## src/rtl/video_blank_pkg.sv

```systemverilog
package video_blank_pkg;

    // ------------------------------------------------------------------
    // Data words and pipeline sizes.
    // ------------------------------------------------------------------
    localparam int CHAN_W      = 10;
    localparam int PIX_W       = 2 * CHAN_W;
    localparam int FIFO_DEPTH  = 16;
    localparam int FIFO_AW     = 4;
    localparam int LEVEL_W     = FIFO_AW + 1;
    // Room kept free for the word in flight and the one accepted this cycle.
    localparam logic [LEVEL_W-1:0] FILL_LIMIT = 5'h0c;

    typedef struct packed {
        logic [CHAN_W-1:0] luma;
        logic [CHAN_W-1:0] chroma;
    } pix_word_t;

    typedef struct packed {
        logic blank_n;
        logic field;
    } pix_ctrl_t;

    // ------------------------------------------------------------------
    // Video code values and timing code bit positions.
    // ------------------------------------------------------------------
    localparam logic [CHAN_W-1:0] BLANK_LUMA   = 10'h040;
    localparam logic [CHAN_W-1:0] BLANK_CHROMA = 10'h200;
    localparam logic [CHAN_W-1:0] CODE_ONES    = 10'h3ff;
    localparam logic [CHAN_W-1:0] CODE_ZEROS   = 10'h000;
    localparam int F_BIT  = 8;
    localparam int V_BIT  = 7;
    localparam int H_BIT  = 6;
    localparam int P3_BIT = 5;
    localparam int P2_BIT = 4;
    localparam int P1_BIT = 3;
    localparam int P0_BIT = 2;

    typedef enum logic [1:0] {
        TRS_IDLE  = 2'b00,
        TRS_ONES  = 2'b01,
        TRS_ZERO1 = 2'b10,
        TRS_ZERO2 = 2'b11
    } trs_t;

    // ------------------------------------------------------------------
    // Register map and fields.
    // ------------------------------------------------------------------
    localparam int ADDR_W = 4;
    localparam logic [ADDR_W-1:0] REG_CTRL   = 4'h0;
    localparam logic [ADDR_W-1:0] REG_STATUS = 4'h4;
    localparam logic [ADDR_W-1:0] REG_COUNT  = 4'h8;
    localparam int CTRL_SW_BLANK  = 0;
    localparam logic CTRL_SW_BLANK_RESET = 1'b0;
    localparam int ST_BLANKING    = 0;
    localparam int ST_REWRITE     = 1;
    localparam int ST_AUTODETECT  = 2;
    localparam int ST_IOPROC      = 3;
    localparam int ST_LEVEL_LSB   = 8;
    localparam int COUNT_W        = 16;

endpackage

```

## src/rtl/sync3.sv

```systemverilog
`timescale 1ns/1ps
// ----------------------------------------------------------------------
// Three-stage synchroniser for a static control pin.
// ----------------------------------------------------------------------
module sync3 (
    input  wire logic clock,
    input  wire logic srst,
    input  wire logic ce,
    input  wire logic d,
    output logic      q
);

    typedef struct packed {
        logic [2:0] sh;
        logic       q;
    } sync_state_t;

    sync_state_t s_r;
    sync_state_t s_nxt;

    // The output moves only once the second and third stages agree.
    always_comb begin
        s_nxt    = s_r;
        s_nxt.sh = {s_r.sh[1:0], d};
        if (s_r.sh[1] == s_r.sh[2]) begin
            s_nxt.q = s_r.sh[2];
        end
    end

    always_ff @(posedge clock) begin
        if (srst) begin
            s_r <= '0;
        end else if (ce) begin
            s_r <= s_nxt;
        end
    end

    assign q = s_r.q;

endmodule

```

## src/rtl/word_fifo.sv

```systemverilog
`timescale 1ns/1ps
// ----------------------------------------------------------------------
// Synchronous FIFO with valid and ready on both sides.
// ----------------------------------------------------------------------
module word_fifo #(
    parameter int WIDTH = 20,
    parameter int DEPTH = 16,
    parameter int AW    = 4
) (
    input  wire logic             clock,
    input  wire logic             srst,
    input  wire logic             ce,
    input  wire logic             in_valid,
    output logic                  in_ready,
    input  wire logic [WIDTH-1:0] in_data,
    output logic                  out_valid,
    input  wire logic             out_ready,
    output logic [WIDTH-1:0]      out_data,
    output logic [AW:0]           level
);

    typedef struct packed {
        logic [DEPTH-1:0][WIDTH-1:0] mem;
        logic [AW-1:0]               wp;
        logic [AW-1:0]               rp;
        logic [AW:0]                 level;
    } fifo_state_t;

    fifo_state_t s_r;
    fifo_state_t s_nxt;
    logic        push;
    logic        pop;

    // Full and empty come straight from the fill level, so both are exact.
    assign in_ready  = (s_r.level != DEPTH[AW:0]);
    assign out_valid = (s_r.level != '0);
    assign out_data  = s_r.mem[s_r.rp];
    assign level     = s_r.level;
    assign push      = in_valid && in_ready;
    assign pop       = out_valid && out_ready;

    always_comb begin
        s_nxt = s_r;
        if (push) begin
            s_nxt.mem[s_r.wp] = in_data;
            s_nxt.wp          = s_r.wp + 1'b1;
        end
        if (pop) begin
            s_nxt.rp = s_r.rp + 1'b1;
        end
        if (push && !pop) begin
            s_nxt.level = s_r.level + 1'b1;
        end else if (pop && !push) begin
            s_nxt.level = s_r.level - 1'b1;
        end
    end

    always_ff @(posedge clock) begin
        if (srst) begin
            s_r <= '0;
        end else if (ce) begin
            s_r <= s_nxt;
        end
    end

endmodule

```

## src/rtl/video_blank_field.sv

```systemverilog
// The address map and strobed register access are this design's own decisions.
`timescale 1ns/1ps
// ----------------------------------------------------------------------
// Input blanking and field flag insertion for the parallel video path.
// ----------------------------------------------------------------------
module video_blank_field (
    input  wire logic                                  clock,
    input  wire logic                                  srst,
    input  wire logic                                  ce,
    input  wire logic                                  in_valid,
    output logic                                       in_ready,
    input  wire video_blank_pkg::pix_word_t            in_word,
    input  wire video_blank_pkg::pix_ctrl_t            in_ctrl,
    input  wire logic                                  timing_code_autodetect,
    input  wire logic                                  io_processing_enable,
    output logic                                       out_valid,
    input  wire logic                                  out_ready,
    output video_blank_pkg::pix_word_t                 out_word,
    input  wire logic [video_blank_pkg::ADDR_W-1:0]    reg_addr,
    input  wire logic [31:0]                           reg_wdata,
    input  wire logic                                  reg_wr,
    input  wire logic                                  reg_rd,
    output logic [31:0]                                reg_rdata
);

    // ------------------------------------------------------------------
    // State.
    // ------------------------------------------------------------------
    typedef struct packed {
        video_blank_pkg::trs_t                        pre_luma;
        video_blank_pkg::trs_t                        pre_chroma;
        logic                                         proc_valid;
        video_blank_pkg::pix_word_t                   proc_word;
        logic                                         in_ready;
        logic                                         out_valid;
        video_blank_pkg::pix_word_t                   out_word;
        logic                                         sw_blank;
        logic                                         blank_active;
        logic [video_blank_pkg::COUNT_W-1:0]          rewrite_cnt;
        logic [31:0]                                  rd_data;
    } core_state_t;

    core_state_t s_r;
    core_state_t s_nxt;

    logic                                    autodetect_q;
    logic                                    ioproc_q;
    logic                                    fifo_in_ready;
    logic                                    fifo_valid;
    logic                                    fifo_pop;
    logic [video_blank_pkg::PIX_W-1:0]       fifo_data;
    logic [video_blank_pkg::LEVEL_W-1:0]     fifo_level;

    // ------------------------------------------------------------------
    // Helpers shared by both channels.
    // ------------------------------------------------------------------

    // Tracks the 3FF 000 000 preamble; TRS_ZERO2 means the next word is XYZ.
    function automatic video_blank_pkg::trs_t trs_next(
        input video_blank_pkg::trs_t                 pre,
        input logic [video_blank_pkg::CHAN_W-1:0]    w
    );
        trs_next = video_blank_pkg::TRS_IDLE;
        if (w == video_blank_pkg::CODE_ONES) begin
            trs_next = video_blank_pkg::TRS_ONES;
        end else if (w == video_blank_pkg::CODE_ZEROS) begin
            unique case (pre)
                video_blank_pkg::TRS_ONES:  trs_next = video_blank_pkg::TRS_ZERO1;
                video_blank_pkg::TRS_ZERO1: trs_next = video_blank_pkg::TRS_ZERO2;
                video_blank_pkg::TRS_IDLE,
                video_blank_pkg::TRS_ZERO2: trs_next = video_blank_pkg::TRS_IDLE;
            endcase
        end
    endfunction

    // Blanks picture and ancillary words; timing codes survive and may get a new field bit.
    function automatic logic [video_blank_pkg::CHAN_W-1:0] chan_word(
        input logic [video_blank_pkg::CHAN_W-1:0]    w,
        input video_blank_pkg::trs_t                 pre,
        input logic [video_blank_pkg::CHAN_W-1:0]    blank_level,
        input logic                                  blanking,
        input logic                                  rewrite,
        input logic                                  field
    );
        logic is_code;
        logic is_xyz;
        logic f;
        logic v;
        logic h;
        is_xyz  = (pre == video_blank_pkg::TRS_ZERO2);
        is_code = is_xyz || (w == video_blank_pkg::CODE_ONES)
                  || ((w == video_blank_pkg::CODE_ZEROS) && (pre != video_blank_pkg::TRS_IDLE));
        chan_word = w;
        if (blanking && !is_code) begin
            chan_word = blank_level;
        end
        if (is_xyz && rewrite) begin
            f = field;
            v = w[video_blank_pkg::V_BIT];
            h = w[video_blank_pkg::H_BIT];
            chan_word[video_blank_pkg::F_BIT]  = f;
            // Protection bits are rebuilt so the receiver does not flag the new word.
            chan_word[video_blank_pkg::P3_BIT] = v ^ h;
            chan_word[video_blank_pkg::P2_BIT] = f ^ h;
            chan_word[video_blank_pkg::P1_BIT] = f ^ v;
            chan_word[video_blank_pkg::P0_BIT] = f ^ v ^ h;
        end
    endfunction

    // ------------------------------------------------------------------
    // Static control pins come from outside the clock domain.
    // ------------------------------------------------------------------
    sync3 u_sync_autodetect (
        .clock (clock),
        .srst  (srst),
        .ce    (ce),
        .d     (timing_code_autodetect),
        .q     (autodetect_q)
    );

    sync3 u_sync_ioproc (
        .clock (clock),
        .srst  (srst),
        .ce    (ce),
        .d     (io_processing_enable),
        .q     (ioproc_q)
    );

    // ------------------------------------------------------------------
    // Buffer between the processing stage and the output register.
    // ------------------------------------------------------------------
    word_fifo #(
        .WIDTH (video_blank_pkg::PIX_W),
        .DEPTH (video_blank_pkg::FIFO_DEPTH),
        .AW    (video_blank_pkg::FIFO_AW)
    ) u_fifo (
        .clock     (clock),
        .srst      (srst),
        .ce        (ce),
        .in_valid  (s_r.proc_valid),
        .in_ready  (fifo_in_ready),
        .in_data   (s_r.proc_word),
        .out_valid (fifo_valid),
        .out_ready (fifo_pop),
        .out_data  (fifo_data),
        .level     (fifo_level)
    );

    assign fifo_pop = fifo_valid && (!s_r.out_valid || out_ready);

    // ------------------------------------------------------------------
    // Next-state logic.
    // ------------------------------------------------------------------
    always_comb begin
        logic accept;
        logic blanking;
        logic rewrite;
        accept   = 1'b0;
        blanking = 1'b0;
        rewrite  = 1'b0;
        s_nxt    = s_r;

        // Controls travel with the data word of the same cycle.
        accept   = in_valid && s_r.in_ready;
        blanking = !in_ctrl.blank_n || s_r.sw_blank;
        // With autodetect on the field pin has no path to the output at all.
        rewrite  = !autodetect_q && ioproc_q;

        // Processing stage; a word accepted here is pushed one cycle later.
        s_nxt.proc_valid = accept && fifo_in_ready;
        if (accept) begin
            s_nxt.proc_word.luma   = chan_word(in_word.luma, s_r.pre_luma,
                                               video_blank_pkg::BLANK_LUMA,
                                               blanking, rewrite, in_ctrl.field);
            s_nxt.proc_word.chroma = chan_word(in_word.chroma, s_r.pre_chroma,
                                               video_blank_pkg::BLANK_CHROMA,
                                               blanking, rewrite, in_ctrl.field);
            s_nxt.pre_luma     = trs_next(s_r.pre_luma, in_word.luma);
            s_nxt.pre_chroma   = trs_next(s_r.pre_chroma, in_word.chroma);
            s_nxt.blank_active = blanking;
            if (rewrite && (s_r.pre_luma == video_blank_pkg::TRS_ZERO2)) begin
                s_nxt.rewrite_cnt = s_r.rewrite_cnt + 1'b1;
            end
        end

        // Ready is held back early because the processing stage holds one word in flight.
        s_nxt.in_ready = (fifo_level < video_blank_pkg::FILL_LIMIT);

        // Output register.
        if (s_r.out_valid && out_ready) begin
            s_nxt.out_valid = 1'b0;
        end
        if (fifo_pop) begin
            s_nxt.out_valid = 1'b1;
            s_nxt.out_word  = fifo_data;
        end

        // Register writes.
        if (reg_wr && (reg_addr == video_blank_pkg::REG_CTRL)) begin
            s_nxt.sw_blank = reg_wdata[video_blank_pkg::CTRL_SW_BLANK];
        end

        // Register reads; data stands only in the cycle after the strobe.
        s_nxt.rd_data = '0;
        if (reg_rd) begin
            unique case (reg_addr)
                video_blank_pkg::REG_CTRL: begin
                    s_nxt.rd_data[video_blank_pkg::CTRL_SW_BLANK] = s_r.sw_blank;
                end
                video_blank_pkg::REG_STATUS: begin
                    s_nxt.rd_data[video_blank_pkg::ST_BLANKING]   = s_r.blank_active;
                    s_nxt.rd_data[video_blank_pkg::ST_REWRITE]    = rewrite;
                    s_nxt.rd_data[video_blank_pkg::ST_AUTODETECT] = autodetect_q;
                    s_nxt.rd_data[video_blank_pkg::ST_IOPROC]     = ioproc_q;
                    s_nxt.rd_data[video_blank_pkg::ST_LEVEL_LSB +: video_blank_pkg::LEVEL_W]
                        = fifo_level;
                end
                video_blank_pkg::REG_COUNT: begin
                    s_nxt.rd_data[video_blank_pkg::COUNT_W-1:0] = s_r.rewrite_cnt;
                end
                default: begin
                    s_nxt.rd_data = '0;
                end
            endcase
        end
    end

    // ------------------------------------------------------------------
    // State register; the clock enable freezes everything.
    // ------------------------------------------------------------------
    always_ff @(posedge clock) begin
        if (srst) begin
            s_r          <= '0;
            s_r.sw_blank <= video_blank_pkg::CTRL_SW_BLANK_RESET;
        end else if (ce) begin
            s_r <= s_nxt;
        end
    end

    // All outputs come straight from the state register.
    assign in_ready  = s_r.in_ready;
    assign out_valid = s_r.out_valid;
    assign out_word  = s_r.out_word;
    assign reg_rdata = s_r.rd_data;

endmodule

```

## config.mk

```make
export PLATFORM = sky130hd
export DESIGN_NAME = video_blank_field
export DESIGN_NICKNAME = d
export VERILOG_FILES = /design/src/rtl/video_blank_pkg.sv /design/src/rtl/sync3.sv /design/src/rtl/word_fifo.sv /design/src/rtl/video_blank_field.sv
export SDC_FILE = /design/constraint.sdc
export NUM_CORES = 1
export LEC_CHECK = 0
export ABC_AREA = 1
export BUFFER_PORTS_ARGS = -buffer_cell sky130_fd_sc_hd__buf_2
export CAP_MARGIN = 20
export CORE_MARGIN = 5
export CORE_UTILIZATION = 50
export DETAILED_ROUTE_END_ITERATION = 10
export GPL_ROUTABILITY_DRIVEN = 0
export PLACE_DENSITY = 0.77
export SLEW_MARGIN = 20
export SYNTH_ARGS = -nofsm -noshare
export SYNTH_HDL_FRONTEND = slang
export SYNTH_SLANG_ARGS = --single-unit
```

## constraint.sdc

```tcl
create_clock -name clock -period 4.4 [get_ports clock]
set_input_delay 0.44 -clock clock [delete_from_list [all_inputs] [get_ports clock]]
set_output_delay 0.44 -clock clock [all_outputs]
set_load 0.01 [all_outputs]
```

==> impl_metrics.ini, run 1 <==
[die]
num_io_pins = 121
initial_core_util_pct = 50.6
die-area_um2 = 44300
rows = 73
fp.coreArea_um2 = 39700
fp.dieH_um = 211
dieWidth_um = 211

[global_route]
grt_pass1_wl_um = 86300
grt_pass1_vias = 17279
antenna_found_initial = 1
grt_max_degree = 143
grt_use_total_pct = 23.3
grt.overflow.total = 0

[finish]
most-common-layout-cells = nand2_1, dfxtp_1, inv_1, a21oi_1, nand3_1
area_growth_pct = 6.02
final_cells = 3310
n_antenna_cell = 0
final_cell_area_um2 = 21300
layout_commonest_cell = nand2_1
drive_above_1_share_pct = 7.22
fin_nets = 2842

[sta]
max_freq_mhz = 363
finClkSkew_ns = 0.0112
worstMarginPinSlew_ns = 1.09
drv_slew = 0
finalHoldViolCount = 0
layout_min_cycle_time_ns = 2.76
finalCritPeriodShare_pct = 62.7
setup-tns-final_ns = 0
setup_ws_ns = 1.64
maxSlewHeadroom_pct = 26.9
rsz0062_at_grt = false
setup_violations = 0

[clocking]
h-tree-depth = 2
cts_tree = done
cts.sinks = 422
cts_inserted_buffers = 44
post-cts-setup-buffer-count = 0
cts.repair.resized = 0
cts-root-buf = clkbuf_16
cts_buffer_depth = 3
cts-hold-fix-buffers = 0
clk_pin_slew_ns = 0.06
clkLatencyLatePin_ns = 0.58

[setup_path]
worstPathMaxFanout = 22
cp-start-kind = flop
end_kind = flop
path_class = reg -> reg
required_ns = 4.85
cp.arrival_ns = 3.21

[routing]
via_count = 18340
wl_per_cell_um = 16.2
antenna_left = 0
wirelength_um = 53500
drt_iter0_drc = 1692
drc = 0
first_pass_iters = 8
vias_per_cell = 5.54

[placement]
io_buffers = 73
hpwlAfterDp_um = 30700
placedCellCount = 3232
place_area_um2 = 19900
pre_cts_slack_ns = 1.51

[synth]
ys.warnings.count = 0
synth_seq_area_share_pct = 42.0
syn_inst = 2864
async_flop_share_pct = 0
synth_area_um2 = 20100
synth_ff_type = dfxtp_1
ys_seq_elements = 422
avgSynthCellArea_um2 = 7.02
yosys.cell_types.count = 42
synth-edff-count = 0

[power_and_ir_drop]
total_power_w = 0.0105
pwr_density_cell_nw_per_um2 = 495
leakage_nw = 8.66
vdd_ir_drop_max_v = 0.000413

[outcome]
status = finished clean

[hold_path]
hold_path.class = in -> reg

[run]
drv_cap = 0
## cell type report
type                    count  area (um2)
well taps                 525         657
fillers                  3696       18400
clock inverters            13        95.1
flip-flops and latches    422        8450
multi-input cells        1784        8710
clock buffers              65        1310
inverters                 402        1520
repair buffers             99         576
## registers in the layout, summed over array words and instances, names as in the netlist
register / flops
u_sync_autodetect.q: 1
u_sync_ioproc.s_nxt: 2
out_valid: 1
u_sync_ioproc.s_r: 1
in_ready: 1
u_sync_autodetect.s_nxt: 2
u_fifo.level: 5
u_fifo.s_r: 328
u_sync_autodetect.s_r: 1
s_r: 43
reg_rdata: 16
u_sync_ioproc.q: 1
out_word: 20
## power by group
| part | internal, W | switching [W] | total, W |
|---|---|---|---|
| registers | 0.00397 | 0.000293 | 0.00426 |
| logic | 0.000854 | 0.00181 | 0.00266 |
| clock network | 0.00207 | 0.00155 | 0.00362 |
| total | 0.00690 | 0.00365 | 0.0105 |
## layer usage
| layer | GRT usage, % | wire length (um) |
|---|---|---|
| met4 | 9.37 | 1800 |
| met1 | 30.4 | 22300 |
| met3 | 4.36 | 4710 |
| met5 | 0 | 13 |
| met2 | 38.4 | 24700 |
## worst paths after layout
| kind | from | to | slack, ns | depth (start not counted) |
|---|---|---|---|---|
| worst max register to register | u_fifo.level[2]$_SDFFE_PP0P_ | u_fifo.s_r[93]$_SDFFE_PP0P_ | 1.64 | 6 |
| worst min register to register | u_fifo.s_r[160]$_SDFFE_PP0P_ | u_fifo.s_r[160]$_SDFFE_PP0P_ | 0.45 | 2 |
| worst max-delay path | u_fifo.level[2]$_SDFFE_PP0P_ | u_fifo.s_r[93]$_SDFFE_PP0P_ | 1.64 | 6 |
| worst min-delay path | timing_code_autodetect | u_sync_autodetect.s_nxt[2]$_SDFFE_PP0P_ | 0.1 | 3 |
## cells in the mapped netlist, drive strengths merged (20+ instances only)
cell type  instances  area [um2]
nand2            482        1840
dfxtp            422        8450
inv              401        1510
a21oi            381        1910
o21ai            350        1750
nand3            336        1690
buf              165        1090
nor2             114         473
clkbuf           106         418
nand4             22         264
ha                21         263
o211ai            20         150
## worst max-delay path: stages, from the launching register on
cell and delay (ns):
dfxtp_1 0.43, inv_1 0.11, nand4_4 0.33, nand4_1 0.90, buf_4 0.57, o21ai_0 0.21, a21oi_1 0.06
## logic make-up after synthesis
kind of cell	synth area share, %
and+or+nand+nor	21.6
other	0.0186
DFF	42.0
buffers and inverters	15.0
AOI/OAI and AO/OA	19.5
xor gates and xnor gates	0.479
adders and majority gates	1.41
## per-stage QoR
step | hold WS, ns | utilization [%]
6_report | 0.0976 | 53.7
5_1_grt | 0.0966 | 53.7
4_1_cts | 0.0748 | 53.7
3_5_place_dp | 0.442 | 50.1
3_3_place_gp | 0.437 | 50.1
2_1_floorplan | 0.429 | -
Note: power is estimated with default switching activity, not from simulation.
==> run 2, diff against run 1 <==
Settings changed: PLACE_DENSITY 0.77 to 0.79.
Clock period 4.4 ns to 2.3 ns, I/O delays scaled along.
==> impl_metrics.ini, run 2 (same netlist as run 1, synthesis figures left out) <==
[die]
fp.coreArea_um2 = 39700
initial_core_util_pct = 50.6
fp.dieH_um = 211
die-area_um2 = 44300
num_io_pins = 121
rows = 73
dieWidth_um = 211

[sta]
drv_slew = 0
finalHoldViolCount = 0
finClkSkew_ns = 0.0130
rsz0062_at_grt = true
setup_violations = 0
setup-tns-final_ns = 0
layout_min_cycle_time_ns = 2.18
max_freq_mhz = 458
maxSlewHeadroom_pct = 30.4
finalCritPeriodShare_pct = 94.9
worstMarginPinSlew_ns = 1.04
setup_ws_ns = 0.116

[finish]
layout_commonest_cell = nand2_1
multi_input_area_um2 = 8720
area_growth_pct = 8.29
most-common-layout-cells = nand2_1, dfxtp_1, inv_1, a21oi_1, nand3_1
top_register = u_fifo.s_r
largest_reg_flops = 328
n_antenna_cell = 0
drive_above_1_share_pct = 7.81
seq_area_um2 = 8460
final_cell_area_um2 = 21800
fin_nets = 2875
nFillCells = 3632

[placement]
pre_cts_slack_ns = 0.0766
io_buffers = 73
hpwlAfterDp_um = 32000
place_area_um2 = 20200

[routing]
drc = 0
drt_iter0_drc = 1977
via_count = 18602
antenna_left = 0
first_pass_iters = 5
wl_per_cell_um = 16.2
vias_per_cell = 5.57
wirelength_um = 54200

[setup_path]
cp-start-kind = flop
end_kind = flop
cp.arrival_ns = 2.58
worstPathMaxFanout = 20
path_class = reg -> reg
regToRegSetupSlack_ns = 0.12
required_ns = 2.70

[power_and_ir_drop]
leakage_nw = 8.86
vdd_ir_drop_max_v = 0.000730
total_power_w = 0.0207
pwr_density_cell_nw_per_um2 = 950

[clocking]
post-cts-setup-buffer-count = 0
cts.sinks = 422
h-tree-depth = 2
clk_pin_slew_ns = 0.07
cts_tree = done
cts_buffer_depth = 3
cts-root-buf = clkbuf_16
cts_inserted_buffers = 44
clkLatencyLatePin_ns = 0.55

[global_route]
antenna_found_initial = 0
grt.overflow.total = 0
grt_use_total_pct = 23.6
grt_pass1_wl_um = 87700
grt_max_degree = 81
grt_pass1_vias = 17189

[run]
drv_cap = 0

[outcome]
status = finished clean

[hold_path]
hold_path.class = in -> reg
[run 2: timing repair]
item,4_1_cts,5_1_grt
hold endpoints to repair,13,0
hold buffers,14,0
setup endpoints to repair,0,51
gates resized for setup,0,14
[run 2: metrics by stage]
step                utilization, %  hold WS (ns)  std cells
floorplan                        -         0.365       2879
global placement              50.8         0.436       3251
detailed placement            50.8         0.441       3251
CTS                           54.8       0.00200       3342
global route                  54.8        0.0208       3342
finish                        54.8        0.0185       3342
[run 2: cell type report]
type                    instances  area share (%)
clock buffers                  64            5.82
clock inverters                13           0.747
inverters                     402            6.96
multi-input cells            1784            40.1
flip-flops and latches        422            38.8
well taps                     525            3.02
repair buffers                132            4.57
[run 2: worst paths after layout]
kind | from | cells past startpoint | to
setup / recovery | u_fifo.level[1]$_SDFFE_PP0P_ | 6 | u_fifo.s_r[184]$_SDFFE_PP0P_
hold / removal | in_word[16] | 3 | s_r[88]$_SDFFE_PP0P_
setup reg to reg | u_fifo.level[1]$_SDFFE_PP0P_ | 6 | u_fifo.s_r[184]$_SDFFE_PP0P_
hold reg to reg | u_fifo.s_r[20]$_SDFFE_PP0P_ | 2 | u_fifo.s_r[20]$_SDFFE_PP0P_
[run 2: layer usage]
layer,vias up,part of all wire [%],global-route usage [%]
li1,9047,-,-
met1,8633,42,31.0
met2,767,47,39.7
met3,155,7.3,3.08
met4,0,3.2,8.67
met5,-,0,0
[run 2: critical path, cell delays in order (launching register included)]
cell,delay (ns)
dfxtp_1,0.38
inv_2,0.09
nand4_4,0.13
buf_4,0.30
nand4_2,0.70
nand2_1,0.32
a21oi_2,0.08
[run 2: report_power, final]
group / switching (W) / internal (W) / total, W
logic: 0.00381 / 0.00185 / 0.00566
registers: 0.000344 / 0.00760 / 0.00795
clock network: 0.00291 / 0.00416 / 0.00707
total: 0.00706 / 0.0136 / 0.0207
